`src/bwf_pkg.sv`:
```
// constants and carrier types for the backplane word framer
package bwf_pkg;

    // serial word layout
    localparam int          WORD_BITS      = 34;
    localparam int          OB_HI          = 33;
    localparam int          OB_LO          = 32;
    localparam int          CMD_MARK_BIT   = 31;
    localparam int          SUB_HI         = 30;
    localparam int          SUB_LO         = 29;
    localparam int          CMD_HI         = 28;
    localparam int          CMD_LO         = 24;
    localparam int          PAY_HI         = 23;
    localparam int          PAY_LO         = 8;
    localparam int          DLY_HI         = 11;
    localparam int          DLY_LO         = 8;
    localparam int          TRL_HI         = 7;

    // overhead bit values
    localparam logic [1:0]  OB_COMMAND     = 2'h0;
    localparam logic [1:0]  OB_FLOW_A      = 2'h1;
    localparam logic [1:0]  OB_FLOW_B      = 2'h2;
    localparam logic [1:0]  OB_ACK_HDR     = 2'h3;

    // parallel word types
    localparam logic [1:0]  TYPE_COMMAND   = 2'h0;
    localparam logic [1:0]  TYPE_DATA      = 2'h1;
    localparam logic [1:0]  TYPE_HEADER    = 2'h2;
    localparam logic [1:0]  TYPE_CRQ       = 2'h3;

    // command types and classes
    localparam logic [4:0]  CMD_ALIGN      = 5'h00;
    localparam logic [4:0]  CMD_IDLE       = 5'h07;
    localparam logic [4:0]  CMD_SET_DELAY  = 5'h08;
    localparam logic [1:0]  CLASS_LINK     = 2'h0;
    localparam logic [1:0]  CLASS_XCVR     = 2'h1;
    localparam logic [1:0]  CLASS_SWITCH   = 2'h2;
    localparam logic [1:0]  CLASS_PORT     = 2'h3;
    localparam logic [1:0]  SUB_PLAIN      = 2'h0;
    localparam logic [7:0]  CMD_TRAILER    = 8'hAA;
    localparam logic [15:0] CMD_DEF_PAY    = 16'hAAAA;

    // own idle and its check mask
    localparam logic [33:0] IDLE_FRAME     = {OB_COMMAND, 1'b1, SUB_PLAIN, CMD_IDLE,
                                              CMD_DEF_PAY, CMD_TRAILER};
    localparam logic [33:0] IDLE_MASK      = 34'h3_9F00_00FF;

    // operating modes
    localparam logic [1:0]  MODE_MUXDEMUX  = 2'h0;
    localparam logic [1:0]  MODE_DIRECT    = 2'h1;
    localparam logic [1:0]  MODE_LOOPBACK  = 2'h2;
    localparam logic [1:0]  MODE_NORMAL    = 2'h3;

    // register map
    localparam int          ADDR_W         = 4;
    localparam logic [3:0]  REG_CTRL       = 4'h0;
    localparam logic [3:0]  REG_STATUS     = 4'h4;
    localparam logic [3:0]  REG_CONN       = 4'h8;
    localparam logic [3:0]  REG_ERRCNT     = 4'hC;
    localparam int          STAT_PRESENT   = 0;
    localparam int          STAT_LINK_ERR  = 1;
    localparam int          STAT_ALIGNED   = 2;
    localparam int          STAT_DLY_LO    = 4;
    localparam int          ERRCNT_W       = 16;
    localparam logic [7:0]  CTRL_RESET     = 8'hE0;

    typedef struct packed {
        logic [1:0] mode;
        logic       tx_clk_src;
        logic       rx_sel;
        logic       far_wrap;
        logic       local_wrap;
        logic       cell_sync;
        logic       bypass;
    } bwf_ctrl_s;

    typedef struct packed {
        logic [1:0]  wtype;
        logic [31:0] data;
    } bwf_word_s;

endpackage

```
`src/bwf_signal_detect.sv`:
```
// transition-density signal detector for the idle serial input
`timescale 1ns/1ps
`default_nettype none

module bwf_signal_detect #(
    parameter int WORDS = 8
) (
    // clock and reset
    input  wire logic clk_sys,
    input  wire logic rst_n,
    // monitored bit and result
    input  wire logic bit_in,
    output logic      present
);

    localparam int WIN = WORDS * bwf_pkg::WORD_BITS;
    localparam int CW  = $clog2(WIN + 1);

    typedef struct packed {
        logic          prev;
        logic [CW-1:0] win_cnt;
        logic [CW-1:0] trans_cnt;
        logic          present;
    } bwf_det_s;

    bwf_det_s det_reg;
    bwf_det_s det_next;

    // one edge per word on average
    always_comb
    begin
        det_next      = det_reg;
        det_next.prev = bit_in;
        if (det_reg.win_cnt == CW'(WIN - 1))
        begin
            det_next.win_cnt   = '0;
            det_next.trans_cnt = '0;
            det_next.present   = (det_reg.trans_cnt + CW'(bit_in != det_reg.prev))
                                 >= CW'(WORDS);
        end
        else
        begin
            det_next.win_cnt = det_reg.win_cnt + CW'(1);
            if (bit_in != det_reg.prev)
            begin
                det_next.trans_cnt = det_reg.trans_cnt + CW'(1);
            end
        end
    end

    always_ff @(posedge clk_sys or negedge rst_n)
    begin
        if (!rst_n)
        begin
            det_reg <= '0;
        end
        else
        begin
            det_reg <= det_next;
        end
    end

    assign present = det_reg.present;

endmodule // bwf_signal_detect

`default_nettype wire

```
`src/bwf_word_framer.sv`:
```
// word framer with idle, wrap and input select
//
// Overview of operation
// - overhead bits, then payload, msb first.
// - no bypass: 01/10 flow, 11 ack or header.
// - bypass: type and overhead copy both ways.
// - classes by top type bits; 00000 align, 00111 idle.
// - command 01000 loads payload 3..0 as delay.
// - idle payload is connection map, bit 15 port 0.
// - serial command: 00, one, subfield, type, payload, 0xAA.
// - subfield 00 align, 01/10 flow, 11 ack or reset.
// - idles fill the line when nothing else goes.
// - valid low sends idles instead of data.
// - received idles checked against a mask.
// - local wrap loops own output to receive.
// - far-end wrap resends the received stream.
// - select picks input, other feeds detector.
// - present while edges average one per 34 bits.
// - clock select high recovered, low own multiplier.
// - type on two bits beside the payload.
`timescale 1ns/1ps
`default_nettype none

module bwf_word_framer #(
    parameter int DET_WORDS   = 8,
    parameter int LOSS_ERRORS = 4
) (
    // clock and reset
    input  wire logic              clk_sys,
    input  wire logic              rst_n,
    // avalon-mm slave
    input  wire logic [3:0]        avs_address,
    input  wire logic              avs_read,
    input  wire logic              avs_write,
    input  wire logic [31:0]       avs_writedata,
    output logic      [31:0]       avs_readdata,
    output logic                   avs_waitrequest,
    // parallel transmit side
    input  wire bwf_pkg::bwf_word_s tx_word,
    input  wire logic              tx_word_valid,
    output logic                   tx_word_taken,
    // parallel receive side
    output bwf_pkg::bwf_word_s     rx_word,
    output logic                   rx_word_valid,
    output logic                   rx_idle_seen,
    output logic                   rx_link_error,
    // serial lines, one bit per clock
    input  wire logic              serial_in_a,
    input  wire logic              serial_in_b,
    output logic                   serial_out_a,
    output logic                   serial_out_b,
    // status
    output logic                   signal_present,
    output logic                   tx_clock_source_select,
    output logic      [3:0]        delay_or_cellclk_in
);

    localparam int CW = $clog2(bwf_pkg::WORD_BITS);
    localparam logic [CW-1:0] LAST_BIT = CW'(bwf_pkg::WORD_BITS - 1);

    typedef enum logic [1:0] {
        RX_HUNT = 2'b01,
        RX_SYNC = 2'b10
    } bwf_rx_state_e;

    typedef struct packed {
        bwf_pkg::bwf_ctrl_s ctrl;
        logic               waitreq;
        logic [31:0]        rdata;
        logic [33:0]        tx_sh;
        logic [CW-1:0]      tx_cnt;
        logic               tx_taken;
        logic               sout;
        logic [33:0]        rx_sh;
        logic [CW-1:0]      rx_cnt;
        bwf_rx_state_e      rx_st;
        logic [2:0]         err_run;
        bwf_pkg::bwf_word_s rx_word;
        logic               rx_valid;
        logic               rx_idle;
        logic               rx_err;
        logic               link_err;
        logic [bwf_pkg::ERRCNT_W-1:0] err_cnt;
        logic [15:0]        conn;
        logic [3:0]         dly;
    } bwf_state_s;

    bwf_state_s st_reg;
    bwf_state_s st_next;
    logic       present_w;
    logic       det_bit;
    logic       rx_bit;

    // low three type bits of every class left unchecked
    function automatic logic [1:0] cmd_class(input logic [4:0] cmd);
        cmd_class = cmd[4:3];
    endfunction

    function automatic logic idle_ok(input logic [33:0] w);
        idle_ok = (w & bwf_pkg::IDLE_MASK) == (bwf_pkg::IDLE_FRAME & bwf_pkg::IDLE_MASK);
    endfunction

    function automatic logic [33:0] tx_frame(input bwf_pkg::bwf_word_s w,
                                             input logic valid, input logic bypass);
        logic [1:0] ob;
        ob = w.wtype;
        if (!valid)
        begin
            tx_frame = bwf_pkg::IDLE_FRAME;
        end
        else if (w.wtype == bwf_pkg::TYPE_COMMAND)
        begin
            if (w.data[bwf_pkg::CMD_HI:bwf_pkg::CMD_LO] == bwf_pkg::CMD_IDLE)
            begin
                tx_frame = bwf_pkg::IDLE_FRAME;
            end
            else
            begin
                tx_frame = {bwf_pkg::OB_COMMAND, 1'b1, bwf_pkg::SUB_PLAIN,
                            w.data[bwf_pkg::CMD_HI:bwf_pkg::CMD_LO],
                            w.data[bwf_pkg::PAY_HI:bwf_pkg::PAY_LO],
                            bwf_pkg::CMD_TRAILER};
            end
        end
        else
        begin
            if (bypass)
            begin
                ob = w.wtype;
            end
            else
            begin
                case (w.wtype)
                    bwf_pkg::TYPE_DATA:   ob = bwf_pkg::OB_FLOW_A;
                    bwf_pkg::TYPE_HEADER: ob = bwf_pkg::OB_ACK_HDR;
                    default:              ob = bwf_pkg::OB_COMMAND;
                endcase
            end
            tx_frame = {ob, w.data};
        end
    endfunction

    function automatic logic [1:0] rx_type(input logic [1:0] ob, input logic bypass);
        if (bypass)
        begin
            rx_type = ob;
        end
        else
        begin
            case (ob)
                bwf_pkg::OB_FLOW_A,
                bwf_pkg::OB_FLOW_B:  rx_type = bwf_pkg::TYPE_DATA;
                bwf_pkg::OB_ACK_HDR: rx_type = bwf_pkg::TYPE_HEADER;
                default:             rx_type = bwf_pkg::TYPE_COMMAND;
            endcase
        end
    endfunction

    // receive and detector sources
    always_comb
    begin
        if (st_reg.ctrl.local_wrap)
        begin
            rx_bit = st_reg.sout;
        end
        else
        begin
            rx_bit = st_reg.ctrl.rx_sel ? serial_in_b : serial_in_a;
        end
        det_bit = st_reg.ctrl.rx_sel ? serial_in_a : serial_in_b;
    end

    bwf_signal_detect #(
        .WORDS   (DET_WORDS)
    ) u_detect (
        .clk_sys (clk_sys),
        .rst_n   (rst_n),
        .bit_in  (det_bit),
        .present (present_w)
    );

    always_comb
    begin
        logic [33:0] sh;
        logic [4:0]  cmd;
        logic        no_align;
        sh       = {st_reg.rx_sh[32:0], rx_bit};
        cmd      = sh[bwf_pkg::CMD_HI:bwf_pkg::CMD_LO];
        no_align = (st_reg.ctrl.mode == bwf_pkg::MODE_MUXDEMUX) && st_reg.ctrl.cell_sync
                   && !st_reg.ctrl.bypass;
        st_next  = st_reg;

        // one wait cycle per access
        st_next.waitreq = !((avs_read || avs_write) && st_reg.waitreq);
        if (avs_read && st_reg.waitreq)
        begin
            case (avs_address)
                bwf_pkg::REG_CTRL:   st_next.rdata = {24'h00_0000, st_reg.ctrl};
                bwf_pkg::REG_STATUS:
                begin
                    st_next.rdata = '0;
                    st_next.rdata[bwf_pkg::STAT_PRESENT]  = present_w;
                    st_next.rdata[bwf_pkg::STAT_LINK_ERR] = st_reg.link_err;
                    st_next.rdata[bwf_pkg::STAT_ALIGNED]  = st_reg.rx_st == RX_SYNC;
                    st_next.rdata[bwf_pkg::STAT_DLY_LO +: 4] = st_reg.dly;
                end
                bwf_pkg::REG_CONN:   st_next.rdata = {16'h0000, st_reg.conn};
                bwf_pkg::REG_ERRCNT: st_next.rdata = {16'h0000, st_reg.err_cnt};
                default:             st_next.rdata = '0;
            endcase
        end
        if (avs_write && !st_reg.waitreq)
        begin
            if (avs_address == bwf_pkg::REG_CTRL)
            begin
                st_next.ctrl = avs_writedata[7:0];
            end
            else if (avs_address == bwf_pkg::REG_STATUS
                     && avs_writedata[bwf_pkg::STAT_LINK_ERR])
            begin
                st_next.link_err = 1'b0;
            end
            else if (avs_address == bwf_pkg::REG_ERRCNT)
            begin
                st_next.err_cnt = '0;
            end
        end

        // new word every 34 bits
        st_next.tx_taken = 1'b0;
        if (st_reg.tx_cnt == LAST_BIT)
        begin
            st_next.tx_cnt   = '0;
            st_next.tx_sh    = tx_frame(tx_word, tx_word_valid, st_reg.ctrl.bypass);
            st_next.tx_taken = tx_word_valid;
        end
        else
        begin
            st_next.tx_cnt = st_reg.tx_cnt + CW'(1);
            st_next.tx_sh  = {st_reg.tx_sh[32:0], 1'b0};
        end
        // far-end wrap wins the output
        st_next.sout = st_reg.ctrl.far_wrap ? rx_bit : st_reg.tx_sh[33];

        // hunt for an idle, then frame
        st_next.rx_sh    = sh;
        st_next.rx_valid = 1'b0;
        st_next.rx_idle  = 1'b0;
        st_next.rx_err   = 1'b0;
        case (st_reg.rx_st)
            RX_HUNT:
            begin
                if (no_align || idle_ok(sh))
                begin
                    st_next.rx_st   = RX_SYNC;
                    st_next.rx_cnt  = '0;
                    st_next.err_run = '0;
                end
            end
            RX_SYNC:
            begin
                if (st_reg.rx_cnt != LAST_BIT)
                begin
                    st_next.rx_cnt = st_reg.rx_cnt + CW'(1);
                end
                else
                begin
                    st_next.rx_cnt = '0;
                    if (sh[bwf_pkg::OB_HI:bwf_pkg::OB_LO] == bwf_pkg::OB_COMMAND
                        && cmd == bwf_pkg::CMD_IDLE)
                    begin
                        st_next.rx_idle = 1'b1;
                        if (!idle_ok(sh))
                        begin
                            st_next.rx_err   = 1'b1;
                            st_next.link_err = 1'b1;
                            if (st_reg.err_cnt != '1)
                            begin
                                st_next.err_cnt = st_reg.err_cnt + bwf_pkg::ERRCNT_W'(1);
                            end
                            st_next.err_run = st_reg.err_run + 3'd1;
                            // bad idle run: boundary lost
                            if (st_reg.err_run + 3'd1 >= 3'(LOSS_ERRORS) && !no_align)
                            begin
                                st_next.rx_st = RX_HUNT;
                            end
                        end
                        else
                        begin
                            st_next.err_run = '0;
                            st_next.conn    = {<<{sh[bwf_pkg::PAY_HI:bwf_pkg::PAY_LO]}};
                        end
                    end
                    else if (sh[bwf_pkg::OB_HI:bwf_pkg::OB_LO] == bwf_pkg::OB_COMMAND
                             && sh[bwf_pkg::CMD_MARK_BIT] && !st_reg.ctrl.bypass
                             && (cmd_class(cmd) == bwf_pkg::CLASS_LINK
                                 || cmd_class(cmd) == bwf_pkg::CLASS_XCVR))
                    begin
                        // own commands consumed here
                        if (cmd == bwf_pkg::CMD_SET_DELAY)
                        begin
                            st_next.dly = sh[bwf_pkg::DLY_HI:bwf_pkg::DLY_LO];
                        end
                    end
                    else
                    begin
                        st_next.rx_valid      = 1'b1;
                        st_next.rx_word.wtype = rx_type(sh[bwf_pkg::OB_HI:bwf_pkg::OB_LO],
                                                        st_reg.ctrl.bypass);
                        st_next.rx_word.data  = sh[31:0];
                    end
                end
            end
            default:
            begin
                st_next.rx_st = RX_HUNT;
            end
        endcase
    end

    always_ff @(posedge clk_sys or negedge rst_n)
    begin
        if (!rst_n)
        begin
            st_reg         <= '0;
            st_reg.ctrl    <= bwf_pkg::CTRL_RESET;
            st_reg.waitreq <= 1'b1;
            st_reg.rx_st   <= RX_HUNT;
        end
        else
        begin
            st_reg <= st_next;
        end
    end

    assign avs_readdata           = st_reg.rdata;
    assign avs_waitrequest        = st_reg.waitreq;
    assign tx_word_taken          = st_reg.tx_taken;
    assign rx_word                = st_reg.rx_word;
    assign rx_word_valid          = st_reg.rx_valid;
    assign rx_idle_seen           = st_reg.rx_idle;
    assign rx_link_error          = st_reg.rx_err;
    assign serial_out_a           = st_reg.sout;
    assign serial_out_b           = st_reg.sout;
    assign signal_present         = present_w;
    assign tx_clock_source_select = st_reg.ctrl.tx_clk_src;
    assign delay_or_cellclk_in    = st_reg.dly;

endmodule // bwf_word_framer

`default_nettype wire

```
`config.mk`:
```
export PLATFORM = sky130hd
export DESIGN_NAME = bwf_word_framer
export DESIGN_NICKNAME = d
export VERILOG_FILES = /design/src/bwf_pkg.sv /design/src/bwf_signal_detect.sv /design/src/bwf_word_framer.sv
export SDC_FILE = /design/constraint.sdc
export NUM_CORES = 1
export LEC_CHECK = 0
export ABC_AREA = 1
export BUFFER_PORTS_ARGS = -buffer_cell sky130_fd_sc_hd__buf_4
export CAP_MARGIN = 10
export CORE_UTILIZATION = 46
export DETAILED_ROUTE_END_ITERATION = 8
export PLACE_DENSITY = 0.7
export SETUP_SLACK_MARGIN = 0.1
export SYNTH_ARGS = -nofsm -noshare
export SYNTH_HDL_FRONTEND = slang
export SYNTH_SLANG_ARGS = --single-unit
```
`constraint.sdc`:
```
create_clock -name clk_sys -period 1.87 [get_ports clk_sys]
set_input_delay 0.187 -clock clk_sys [delete_from_list [all_inputs] [get_ports clk_sys]]
set_output_delay 0.187 -clock clk_sys [all_outputs]
set_load 0.005 [all_outputs]
```
==> results of run 1 <==
[final cells by class]
| cell class | count | area, um^2 |
|---|---|---|
| Clock buffer | 29 | 618 |
| Tap cell | 270 | 338 |
| Multi-Input combinational cell | 682 | 3730 |
| Sequential cell | 205 | 5140 |
| Clock inverter | 9 | 126 |
| Timing Repair Buffer | 226 | 2030 |
| Inverter | 115 | 434 |
| Fill cell | 1648 | 7880 |
[how the worst max path moves through the flow]
stage,from,to,slack (ns),cells past startpoint
after floorplan,st_reg[198]$_DFFE_PN0P_,u_detect.present$_DFFE_PN0N_,0.13,13
after global placement,st_next[117]$_DFF_PN0_,st_reg[81]$_DFFE_PN0P_,0.06,11
after detailed placement,st_next[117]$_DFF_PN0_,st_reg[79]$_DFFE_PN0P_,-0.03,11
after CTS,st_reg[21]$_DFF_PN0_,st_reg[21]$_DFF_PN0_,0.10,8
after global routing,st_reg[80]$_DFFE_PN0P_,st_reg[15]$_DFFE_PN0P_,-0.09,11
final,st_reg[80]$_DFFE_PN0P_,st_reg[24]$_DFF_PN0_,0.01,10
[cell usage after synthesis, types with 2 or more instances]
cell type and n:
mux2_2 4, nand2_4 2, buf_4 72, nor3_2 2, buf_6 2, ha_1 15
dfrtp_1 200, o2111ai_1 5, a22o_1 7, inv_1 108, nand4_1 15, nand2_1 313
o22a_1 7, nor4_1 2, nand2_2 3, a31oi_1 12, clkbuf_1 7, nand3_1 34
nand3_2 3, and3_1 2, nand3b_1 2, o21ai_0 57, nor2_1 84, inv_2 7
nor2_4 7, buf_2 13, xor2_1 15, nor3b_1 2, nor3_1 12, o21ai_2 5
xnor2_1 4, nand3_4 2, o22ai_1 6, a21oi_1 17, o21ai_1 15, dfstp_2 5
[report_power, final]
group / internal (mW) / switching, mW / total (mW)
sequential: 4.87 / 0.430 / 5.30
combinational: 0.677 / 0.795 / 1.47
clock: 2.74 / 1.74 / 4.48
total: 8.29 / 2.97 / 11.3
[what timing repair did]
item | CTS | global route
endpoints found under the hold margin | 93 | 0
resized for setup | 8 | 97
setup buffers | 4 | 20
setup endpoints to repair | 58 | 83
gates cloned | 0 | 12
hold buffers | 45 | 0
pin swaps | 1 | 30
[per-layer routing]
layer / vias up / GRT usage, %
met4: 0 / 5.83
met3: 38 / 4.63
met1: 3759 / 29.2
li1: 3717 / -
met5: - / 0
met2: 256 / 32.0
[placed cells by master, fill, tap and decap left out, types with 16 or more instances in the layout]
master and instances:
o21ai_0 46, inv_1 100, clkbuf_16 29, conb_1 16, dlygate4sd3_1 45, nand2_2 31
o21ai_1 23, nor2_1 77, dfrtp_1 198, buf_4 161, nand3_1 29, nand2_1 280
[stage by stage]
stage / cells / power (mW)
3_5_place_dp: 1417 / 6.58
2_1_floorplan: 1094 / 6.02
3_3_place_gp: 1417 / 6.54
6_report: 1536 / 11.3
4_1_cts: 1504 / 11.2
5_1_grt: 1536 / 11.7
[critical path: stages, from the launching register on]
cell and delay, ns:
dfrtp_1 0.43, inv_1 0.08, ha_2 0.17, nand3_2 0.08
nor2_4 0.19, nand2_4 0.12, nor2_4 0.23, buf_12 0.15
nand3_4 0.12, nand3_1 0.10, o21ai_1 0.08
[kinds of logic after synthesis]
kind of cell,count (synthesis)
and+or+nand+nor,491
buffers and inverters,210
DFF,205
AOI/OAI and AO/OA,133
xor gates and xnor gates,20
adders and majority gates,15
muxes,4
other,1
==> run metrics, run 1 <==
outcome=complete, no violations; Worst Hold End=st_reg[135]$_DFF_PN0_; setup TNS=0 ns; met3 wire length=1.62 mm; Clock Skews=0.0211 ns; global-route wire length before repair=36.0 mm; Reg clk slew, reported paths=0.06 ns; FF-to-FF Start=st_reg[80]$_DFFE_PN0P_; initial antenna violation count=0; NumNets Final=1345; flop-to-flop setup slack=0.01 ns; pre-CTS setup slack=-0.0298 ns; Synth Warn #=0; Starting Density=47.1%; DRC=0; Synth area leader=dfrtp_1; Post-Synth Adder-Cell Area=1.96%; final instance area=12400 um^2; Post-synth ARST share=100%; largest net degree at the start of global routing=60; FF+latch count, synth=205; Total GRT Usage=20.7%; Max Fanout on Critical Path=6; main combinational cell family by area after synthesis=simple AND/OR/NAND/NOR gates; Worst setup SP type=register; final worst slack=0.0145 ns; endpoints failing hold=0; multiplexer share of the synthesized area=0.471%; max-slew violations=0; Worst VDD drop=941 uV; sequential area share after synthesis=53.7%; vias in the first global route=7377; n_diodes=0; wire length on met1=10.3 mm; Post-DRT Antenna Nets=0; f_max=539 MHz; worst skew pair latency=0.51 ns; Pre-antenna DRT Iters=5; worst endpoint data arrival time=2.25 ns; Synth Area per Inst=8.87 um^2; Tmin final=1.86 ns; IO Pins=156; via/cell ratio=5.06; Worst Hold Depth=3; Synth Flop Type=dfrtp_1; cell area after synthesis=9570 um^2; Setup CP Type=reg -> reg; hold crit path type=in -> reg; CP Data Required Time=2.26 ns; post-synth top area share=52.3%; xor and xnor area share after synthesis=1.91%; Simple-Gate Fraction of Synth Area=22.2%; HP Start=tx_word_valid; clock buffer count from CTS=23; final hold slack=0.0794 ns; core area=20300 um^2; Final setup viols=0; Root Buffer=clkbuf_16; die area=21400 um^2; # port buffers=115; Post-Route WL=23.6 mm; DPL Wire Length=15.0 mm; die height=146 um; Gate Count Post-Synth=1079; reg-to-reg endpoint=st_reg[24]$_DFF_PN0_; number of flops mapped to enable cells by yosys=0; worst r2r path cells=10; GPL Wtd Cong=0.909; share of cells above drive strength 1=26.2%; RSZ-0062 raised after global routing=true; via count=7770; pwr dens=906 nW/um^2; CTS tree=yes; Leakage=6.28 nW; # Max-Cap Violations=0; Post-DP Area=10500 um^2; Tcrit/Tclk final=99.2%; Die Width=146 um; Synth area leaders=dfrtp_1 (52%), nand2_1 (12%), buf_4 (5.6%), inv_1 (4.2%), nor2_1 (3.3%); met2 routed WL=11.2 mm; Cell Rows=52; Top Layer Used=met4; Max Buffers Root-to-Sink=3; CP Capture Type=register; TritonCTS Sinks=205; Layout Utilization=61.2%; routed len/inst=15.4 um; Largest register FFs=91; Least-Margin Pin Slew=0.642 ns; Worst slew margin=57.1%; P&R area growth vs syn=29.8%; Synth Area in Compound Gates=8.20%; H-tree lvl count=1; gr ovfl total=0; DRC marker count from the first detailed-route iteration=547; post-synth cell types=47
Power figures use the tool's default switching activity.
==> run 2, diff against run 1 <==
--- a/config.mk
+++ b/config.mk
@@ -8,9 +8,11 @@
 export ABC_AREA = 1
 export BUFFER_PORTS_ARGS = -buffer_cell sky130_fd_sc_hd__buf_4
 export CAP_MARGIN = 10
-export CORE_UTILIZATION = 46
+export CELL_PAD_IN_SITES_DETAIL_PLACEMENT = 1
+export CELL_PAD_IN_SITES_GLOBAL_PLACEMENT = 1
+export CORE_UTILIZATION = 39
 export DETAILED_ROUTE_END_ITERATION = 8
-export PLACE_DENSITY = 0.7
+export PLACE_DENSITY_LB_ADDON = 0.1
 export SETUP_SLACK_MARGIN = 0.1
 export SYNTH_ARGS = -nofsm -noshare
 export SYNTH_HDL_FRONTEND = slang
==> run 2 against run 1 <==
- via count is 0.58% higher
- sequential cell count unchanged
- global-route usage is 0.95 points higher
- die area rose by 18%
- core utilization fell by 8.0 points
- routed wire length is 15% higher
- clock power is 12% higher
- worst hold slack worse by 0.025 ns
- non-clock buffer count is 19 higher
- sequential power hardly changed
- combinational power up 5%
- largest cell class unchanged
==> run metrics, run 2 (synthesis results as in run 1) <==
Worst setup SP type=register; TritonCTS Sinks=205 (unchanged); Setup CP Type=reg -> reg; CP Data Required Time=2.28 ns (+0.02 ns); n_diodes=0 (unchanged); final hold slack=0.0543 ns (-0.0251 ns); Leakage=6.43 nW (+2.3%); via count=7815 (+0.58%); Layout Utilization=53.2% (-8.0 points); Starting Density=40.3% (-6.9 points); initial antenna violation count=0 (unchanged); worst skew pair latency=0.52 ns (about the same); Reg clk slew, reported paths=0.06 ns (about the same); FF-to-FF Start=st_next[118]$_DFF_PN0_; clock buffer count from CTS=24 (+4.3%); P&R area growth vs syn=32.0%; reg-to-reg endpoint=st_reg[8]$_DFFE_PN0P_; DRC=0 (unchanged); Tcrit/Tclk final=96.9% (-2.3 points); GPL Wtd Cong=0.808 (-11%); share of cells above drive strength 1=25.7% (-0.55 points); Post-DRT Antenna Nets=0 (unchanged); die height=159 um (+8.5%); global-route wire length before repair=42.1 mm (+17%); CTS tree=yes; Max Fanout on Critical Path=7 (+1); Total GRT Usage=21.6% (+0.95 points); Worst Hold Depth=4 (+1); Die Width=159 um (+8.5%); Worst slew margin=57.7% (+0.57 points); commonest non-fill, non-tap cell in the layout=nand2_1; setup TNS=0 ns (unchanged); die area=25200 um^2 (+18%); DPL Wire Length=17.9 mm (+20%); Clock Skews=0.00783 ns (-0.0133 ns); pwr dens=941 nW/um^2 (+3.8%); Max Buffers Root-to-Sink=3 (unchanged); Pwr Total=11.9 mW (+5.6%); max-slew violations=0 (unchanged); core area=23800 um^2 (+17%); flop-to-flop setup slack=0.06 ns (+0.04 ns); via/cell ratio=4.86 (-3.9%); CP Capture Type=register; gr ovfl total=0 (unchanged); DRC marker count from the first detailed-route iteration=326 (-40%); # Max-Cap Violations=0 (unchanged); vias in the first global route=8047 (+9.1%); Worst VDD drop=515 uV (-45%); endpoints failing hold=0 (unchanged); Worst Hold End=u_detect.det_reg[19]$_DFF_PN0_; Root Buffer=clkbuf_16; largest net degree at the start of global routing=48 (-20%); pre-CTS setup slack=0.0454 ns (+0.0752 ns); f_max=552 MHz (+2.4%); NumNets Final=1365 (+1.5%); outcome=complete, no violations; worst r2r path cells=11 (+1); hold crit path type=in -> reg; Tmin final=1.81 ns (-0.0435 ns); Post-Route WL=27.1 mm (+15%); IO Pins=156 (unchanged); # port buffers=115 (unchanged); worst endpoint data arrival time=2.22 ns (-0.03 ns); Cell Rows=56 (+7.7%); RSZ-0062 raised after global routing=true; Least-Margin Pin Slew=0.633 ns (-0.00850 ns); Final setup viols=0 (unchanged); final worst slack=0.0579 ns (+0.0435 ns); routed len/inst=16.9 um (+9.8%); HP Start=serial_in_b; Largest register FFs=91 (unchanged); most frequent cells in the layout=nand2_1 (294), dfrtp_1 (200), buf_4 (185), inv_1 (104), nor2_1 (81); Pre-antenna DRT Iters=5 (unchanged); H-tree lvl count=1 (unchanged)
-- run 2: worst max-delay path: stages, from the launching register on --
cell and delay (ns):
dfrtp_1 0.38, inv_2 0.08, ha_4 0.14, nand2_2 0.07
inv_2 0.07, buf_6 0.10, nand3_4 0.07, nor2_4 0.13
nand3b_4 0.10, nor2_4 0.28, clkbuf_16 0.24, o21ai_2 0.05
-- run 2: metrics by stage --
step,std cells,instance area (um^2)
final,1608,12600
after global routing,1608,12600
after CTS,1592,12200
after detailed placement,1490,10700
after global placement,1490,10700
after floorplan,1094,9640
-- run 2: power by group --
group	switching (mW)	internal, mW
clock network	1.83	3.18
logic	0.833	0.720
registers	0.453	4.87
-- run 2: cell type report --
class,instances,area (um^2)
multi-input combinational,682,3690
timing repair buffer,245,2120
clock buffer,36,717
fill,2729,11100
tap,319,399
inverter,115,435
sequential,205,5140
clock inverter,6,130
-- run 2: worst max path at each step --
stage / slack [ns] / cells past startpoint / start / end
6_report: 0.06 / 11 / st_next[118]$_DFF_PN0_ / st_reg[8]$_DFFE_PN0P_
5_1_grt: -0.04 / 12 / st_next[118]$_DFF_PN0_ / st_reg[5]$_DFFE_PN0P_
4_1_cts: 0.10 / 13 / st_reg[198]$_DFFE_PN0P_ / u_detect.present$_DFFE_PN0N_
3_5_place_dp: 0.05 / 13 / st_reg[198]$_DFFE_PN0P_ / u_detect.present$_DFFE_PN0N_
3_3_place_gp: 0.08 / 11 / st_next[118]$_DFF_PN0_ / st_reg[81]$_DFFE_PN0P_
2_1_floorplan: 0.13 / 13 / st_reg[198]$_DFFE_PN0P_ / u_detect.present$_DFFE_PN0N_
-- run 2: per-layer routing --
layer	track usage [%]	up-vias	share of wire (%)
met1	29.5	3858	44
met5	0	-	0
met4	5.31	0	1.9
met3	2.91	39	4.3
met2	36.2	163	49
li1	-	3755	-
-- run 2: timing repair --
item	4_1_cts	5_1_grt
buffers inserted	14	12
gates cloned	3	4
hold buffers	43	0
endpoints found under the hold margin	104	0
gates resized for setup	9	72
pin swaps	8	17
endpoints found under the setup margin	24	98
==> run 3, diff against run 2 <==
--- a/config.mk
+++ b/config.mk
@@ -12,7 +12,7 @@
 export CELL_PAD_IN_SITES_GLOBAL_PLACEMENT = 1
 export CORE_UTILIZATION = 39
 export DETAILED_ROUTE_END_ITERATION = 8
-export PLACE_DENSITY_LB_ADDON = 0.1
+export PLACE_DENSITY = 0.86
 export SETUP_SLACK_MARGIN = 0.1
 export SYNTH_ARGS = -nofsm -noshare
 export SYNTH_HDL_FRONTEND = slang
==> run 3 against run 2 <==
- clock-buffer cell count fell by 5
- combinational power rose by 5%
- first-iteration DRC count rose by 48%
- clock skew rose by 0.011 ns
- global-route usage rose by 1.7 points
- setup slack got worse by 0.047 ns
- via count rose by 5.4%
- sequential cell count did not move
- sequential share of layout area rose by 0.33 points
- highest routed layer unchanged
==> run metrics, run 3 (synthesis results as in run 1) <==
outcome=complete, no violations; Starting Density=40.3% (unchanged); DPL Wire Length=18.3 mm (+1.9%); Root Buffer=clkbuf_16; Non-Filler Instances=1596 (-0.75%); Psw=3.29 mW (+5.8%); Pwr Total=11.5 mW (-3.2%); Tmin final=1.86 ns (+0.0474 ns); worst skew pair latency=0.53 ns (about the same); endpoints failing hold=0 (unchanged); share of cells above drive strength 1=26.0% (+0.34 points); sequential power share=46.5% (+1.7 points); Max Buffers Root-to-Sink=3 (unchanged); Reg clk slew, reported paths=0.07 ns (about the same); TritonCTS Sinks=205 (unchanged); clock buffer count from CTS=22 (-8.3%); Least-Margin Pin Slew=0.638 ns (+0.00449 ns); Worst setup SP type=register; CTS tree=yes; most frequent cells in the layout=nand2_1 (290), dfrtp_1 (198), buf_4 (170), inv_1 (101), nor2_1 (78); fillers=2693 (-1.3%); global-route wire length before repair=45.1 mm (+7.2%); hold crit path type=in -> reg; die area=25200 um^2 (unchanged); # port buffers=115 (unchanged); placed cell count=1470 (-1.3%); wire length on met1=12.2 mm (+1.3%); Combinational Power Share=14.1% (+1.0 points); Pre-antenna DRT Iters=5 (unchanged); Worst slew margin=57.4% (-0.30 points); Worst VDD drop=536 uV (+4.1%); Internal Pwr Total=8.21 mW (-6.4%); commonest non-fill, non-tap cell in the layout=nand2_1; Cell Rows=56 (unchanged); Post-DRT Antenna Nets=0 (unchanged); vias in the first global route=8542 (+6.2%); final worst slack=0.0106 ns (-0.0474 ns); Top Layer Used=met4; Leakage=6.33 nW (-1.5%); die height=159 um (unchanged); via/cell ratio=5.16 (+6.2%); core area=23800 um^2 (unchanged); pre-CTS setup slack=0.00724 ns (-0.0382 ns); met3 wire length=1.55 mm (+32%); f_max=538 MHz (-2.5%); Post-Route WL=30.6 mm (+13%); Max Fanout on Critical Path=7 (unchanged); gr ovfl total=0 (unchanged); CP Capture Type=register; IO Pins=156 (unchanged); worst endpoint data arrival time=2.30 ns (+0.08 ns); pwr dens=918 nW/um^2 (-2.4%); switching part of the total=28.6% (+2.4 points); Clock Skews=0.0191 ns (+0.0113 ns); met2 routed WL=15.8 mm (+18%); initial antenna violation count=0 (unchanged); RSZ-0062 raised after global routing=true; Tcrit/Tclk final=99.4% (+2.5 points); # Max-Cap Violations=0 (unchanged); Final setup viols=0 (unchanged); DRC=0 (unchanged); setup TNS=0 ns (unchanged); Die Width=159 um (unchanged); Setup CP Type=reg -> reg; NumNets Final=1352 (-0.95%); via count=8238 (+5.4%); routed len/inst=19.1 um (+14%); max-slew violations=0 (unchanged); CP Data Required Time=2.31 ns (+0.03 ns); GPL Wtd Cong=0.832 (+2.9%); P&R area growth vs syn=31.0%; DRC marker count from the first detailed-route iteration=482 (+48%); H-tree lvl count=1 (unchanged); Total GRT Usage=23.3% (+1.7 points); largest net degree at the start of global routing=72 (+50%); Clk pwr share=39.4% (-2.7 points); Largest register FFs=91 (unchanged)
[run 3: through the flow]
step	cell area, um^2	util, %	hold slack, ns
6_report	12500	52.8	0.0677
5_1_grt	12500	52.7	0.0658
4_1_cts	12100	50.7	0.0621
3_5_place_dp	10600	44.5	0.129
3_3_place_gp	10600	44.5	0.125
2_1_floorplan	9640	-	-0.109
[run 3: path summary, 6_finish.rpt]
check                                  startpoint                        endpoint  slack (ns)  depth (start not counted)
max in group asynchronous                   rst_n  u_detect.det_reg[14]$_DFF_PN0_        0.97                          3
setup / recovery           st_next[117]$_DFF_PN0_          st_reg[14]$_DFFE_PN0P_        0.01                         13
hold / removal                        serial_in_b  u_detect.det_reg[19]$_DFF_PN0_        0.07                          4
hold reg to reg            st_next[115]$_DFF_PN0_          st_next[116]$_DFF_PN0_        0.39                          0
setup reg to reg           st_next[117]$_DFF_PN0_          st_reg[14]$_DFFE_PN0P_        0.01                         13
min in group asynchronous                   rst_n     avs_readdata[9]$_DFFE_PN0P_        0.15                          2
[run 3: worst max-delay path: stages (launching register included)]
cell      delay, ns
dfrtp_1        0.40
inv_2          0.08
ha_4           0.16
nand2_4        0.07
inv_4          0.07
buf_6          0.10
nand3_4        0.08
nor2_4         0.12
nand3b_4       0.10
nor2_4         0.17
buf_6          0.15
buf_16         0.13
nand2_1        0.08
o21ai_1        0.09
[run 3: layer usage]
metal | up-vias | GRT usage (%)
li1 | 3720 | -
met1 | 4161 | 29.1
met2 | 275 | 40.8
met3 | 82 | 3.62
met4 | 0 | 7.88
met5 | - | 0
[run 3: area by class of cell]
cell class	instances	area (um^2)	area share (%)
Multi-Input combinational cell	683	3790	30.2
Sequential cell	205	5140	41.0
Clock buffer	31	634	5.06
Antenna cell	1	2.50	0.0200
Tap cell	319	399	3.18
Timing Repair Buffer	233	2020	16.2
Clock inverter	9	109	0.869
Inverter	115	438	3.49
[run 3: power by group through the flow]
stage | Clock (mW) | Sequential, mW | Combinational, mW
6_report | 4.53 | 5.35 | 1.62
5_1_grt | 4.77 | 5.40 | 1.79
4_1_cts | 4.55 | 5.27 | 1.44
3_5_place_dp | 0 | 5.33 | 1.30
3_3_place_gp | 0 | 5.31 | 1.25
2_1_floorplan | 0 | 5.20 | 0.820
[run 3: timing repair]
item,CTS,global route
gates cloned,3,4
gates resized for setup,38,80
buffers inserted,18,18
endpoints found under the hold margin,91,0
setup endpoints to repair,77,77
hold buffers,43,0
pin swaps,13,22
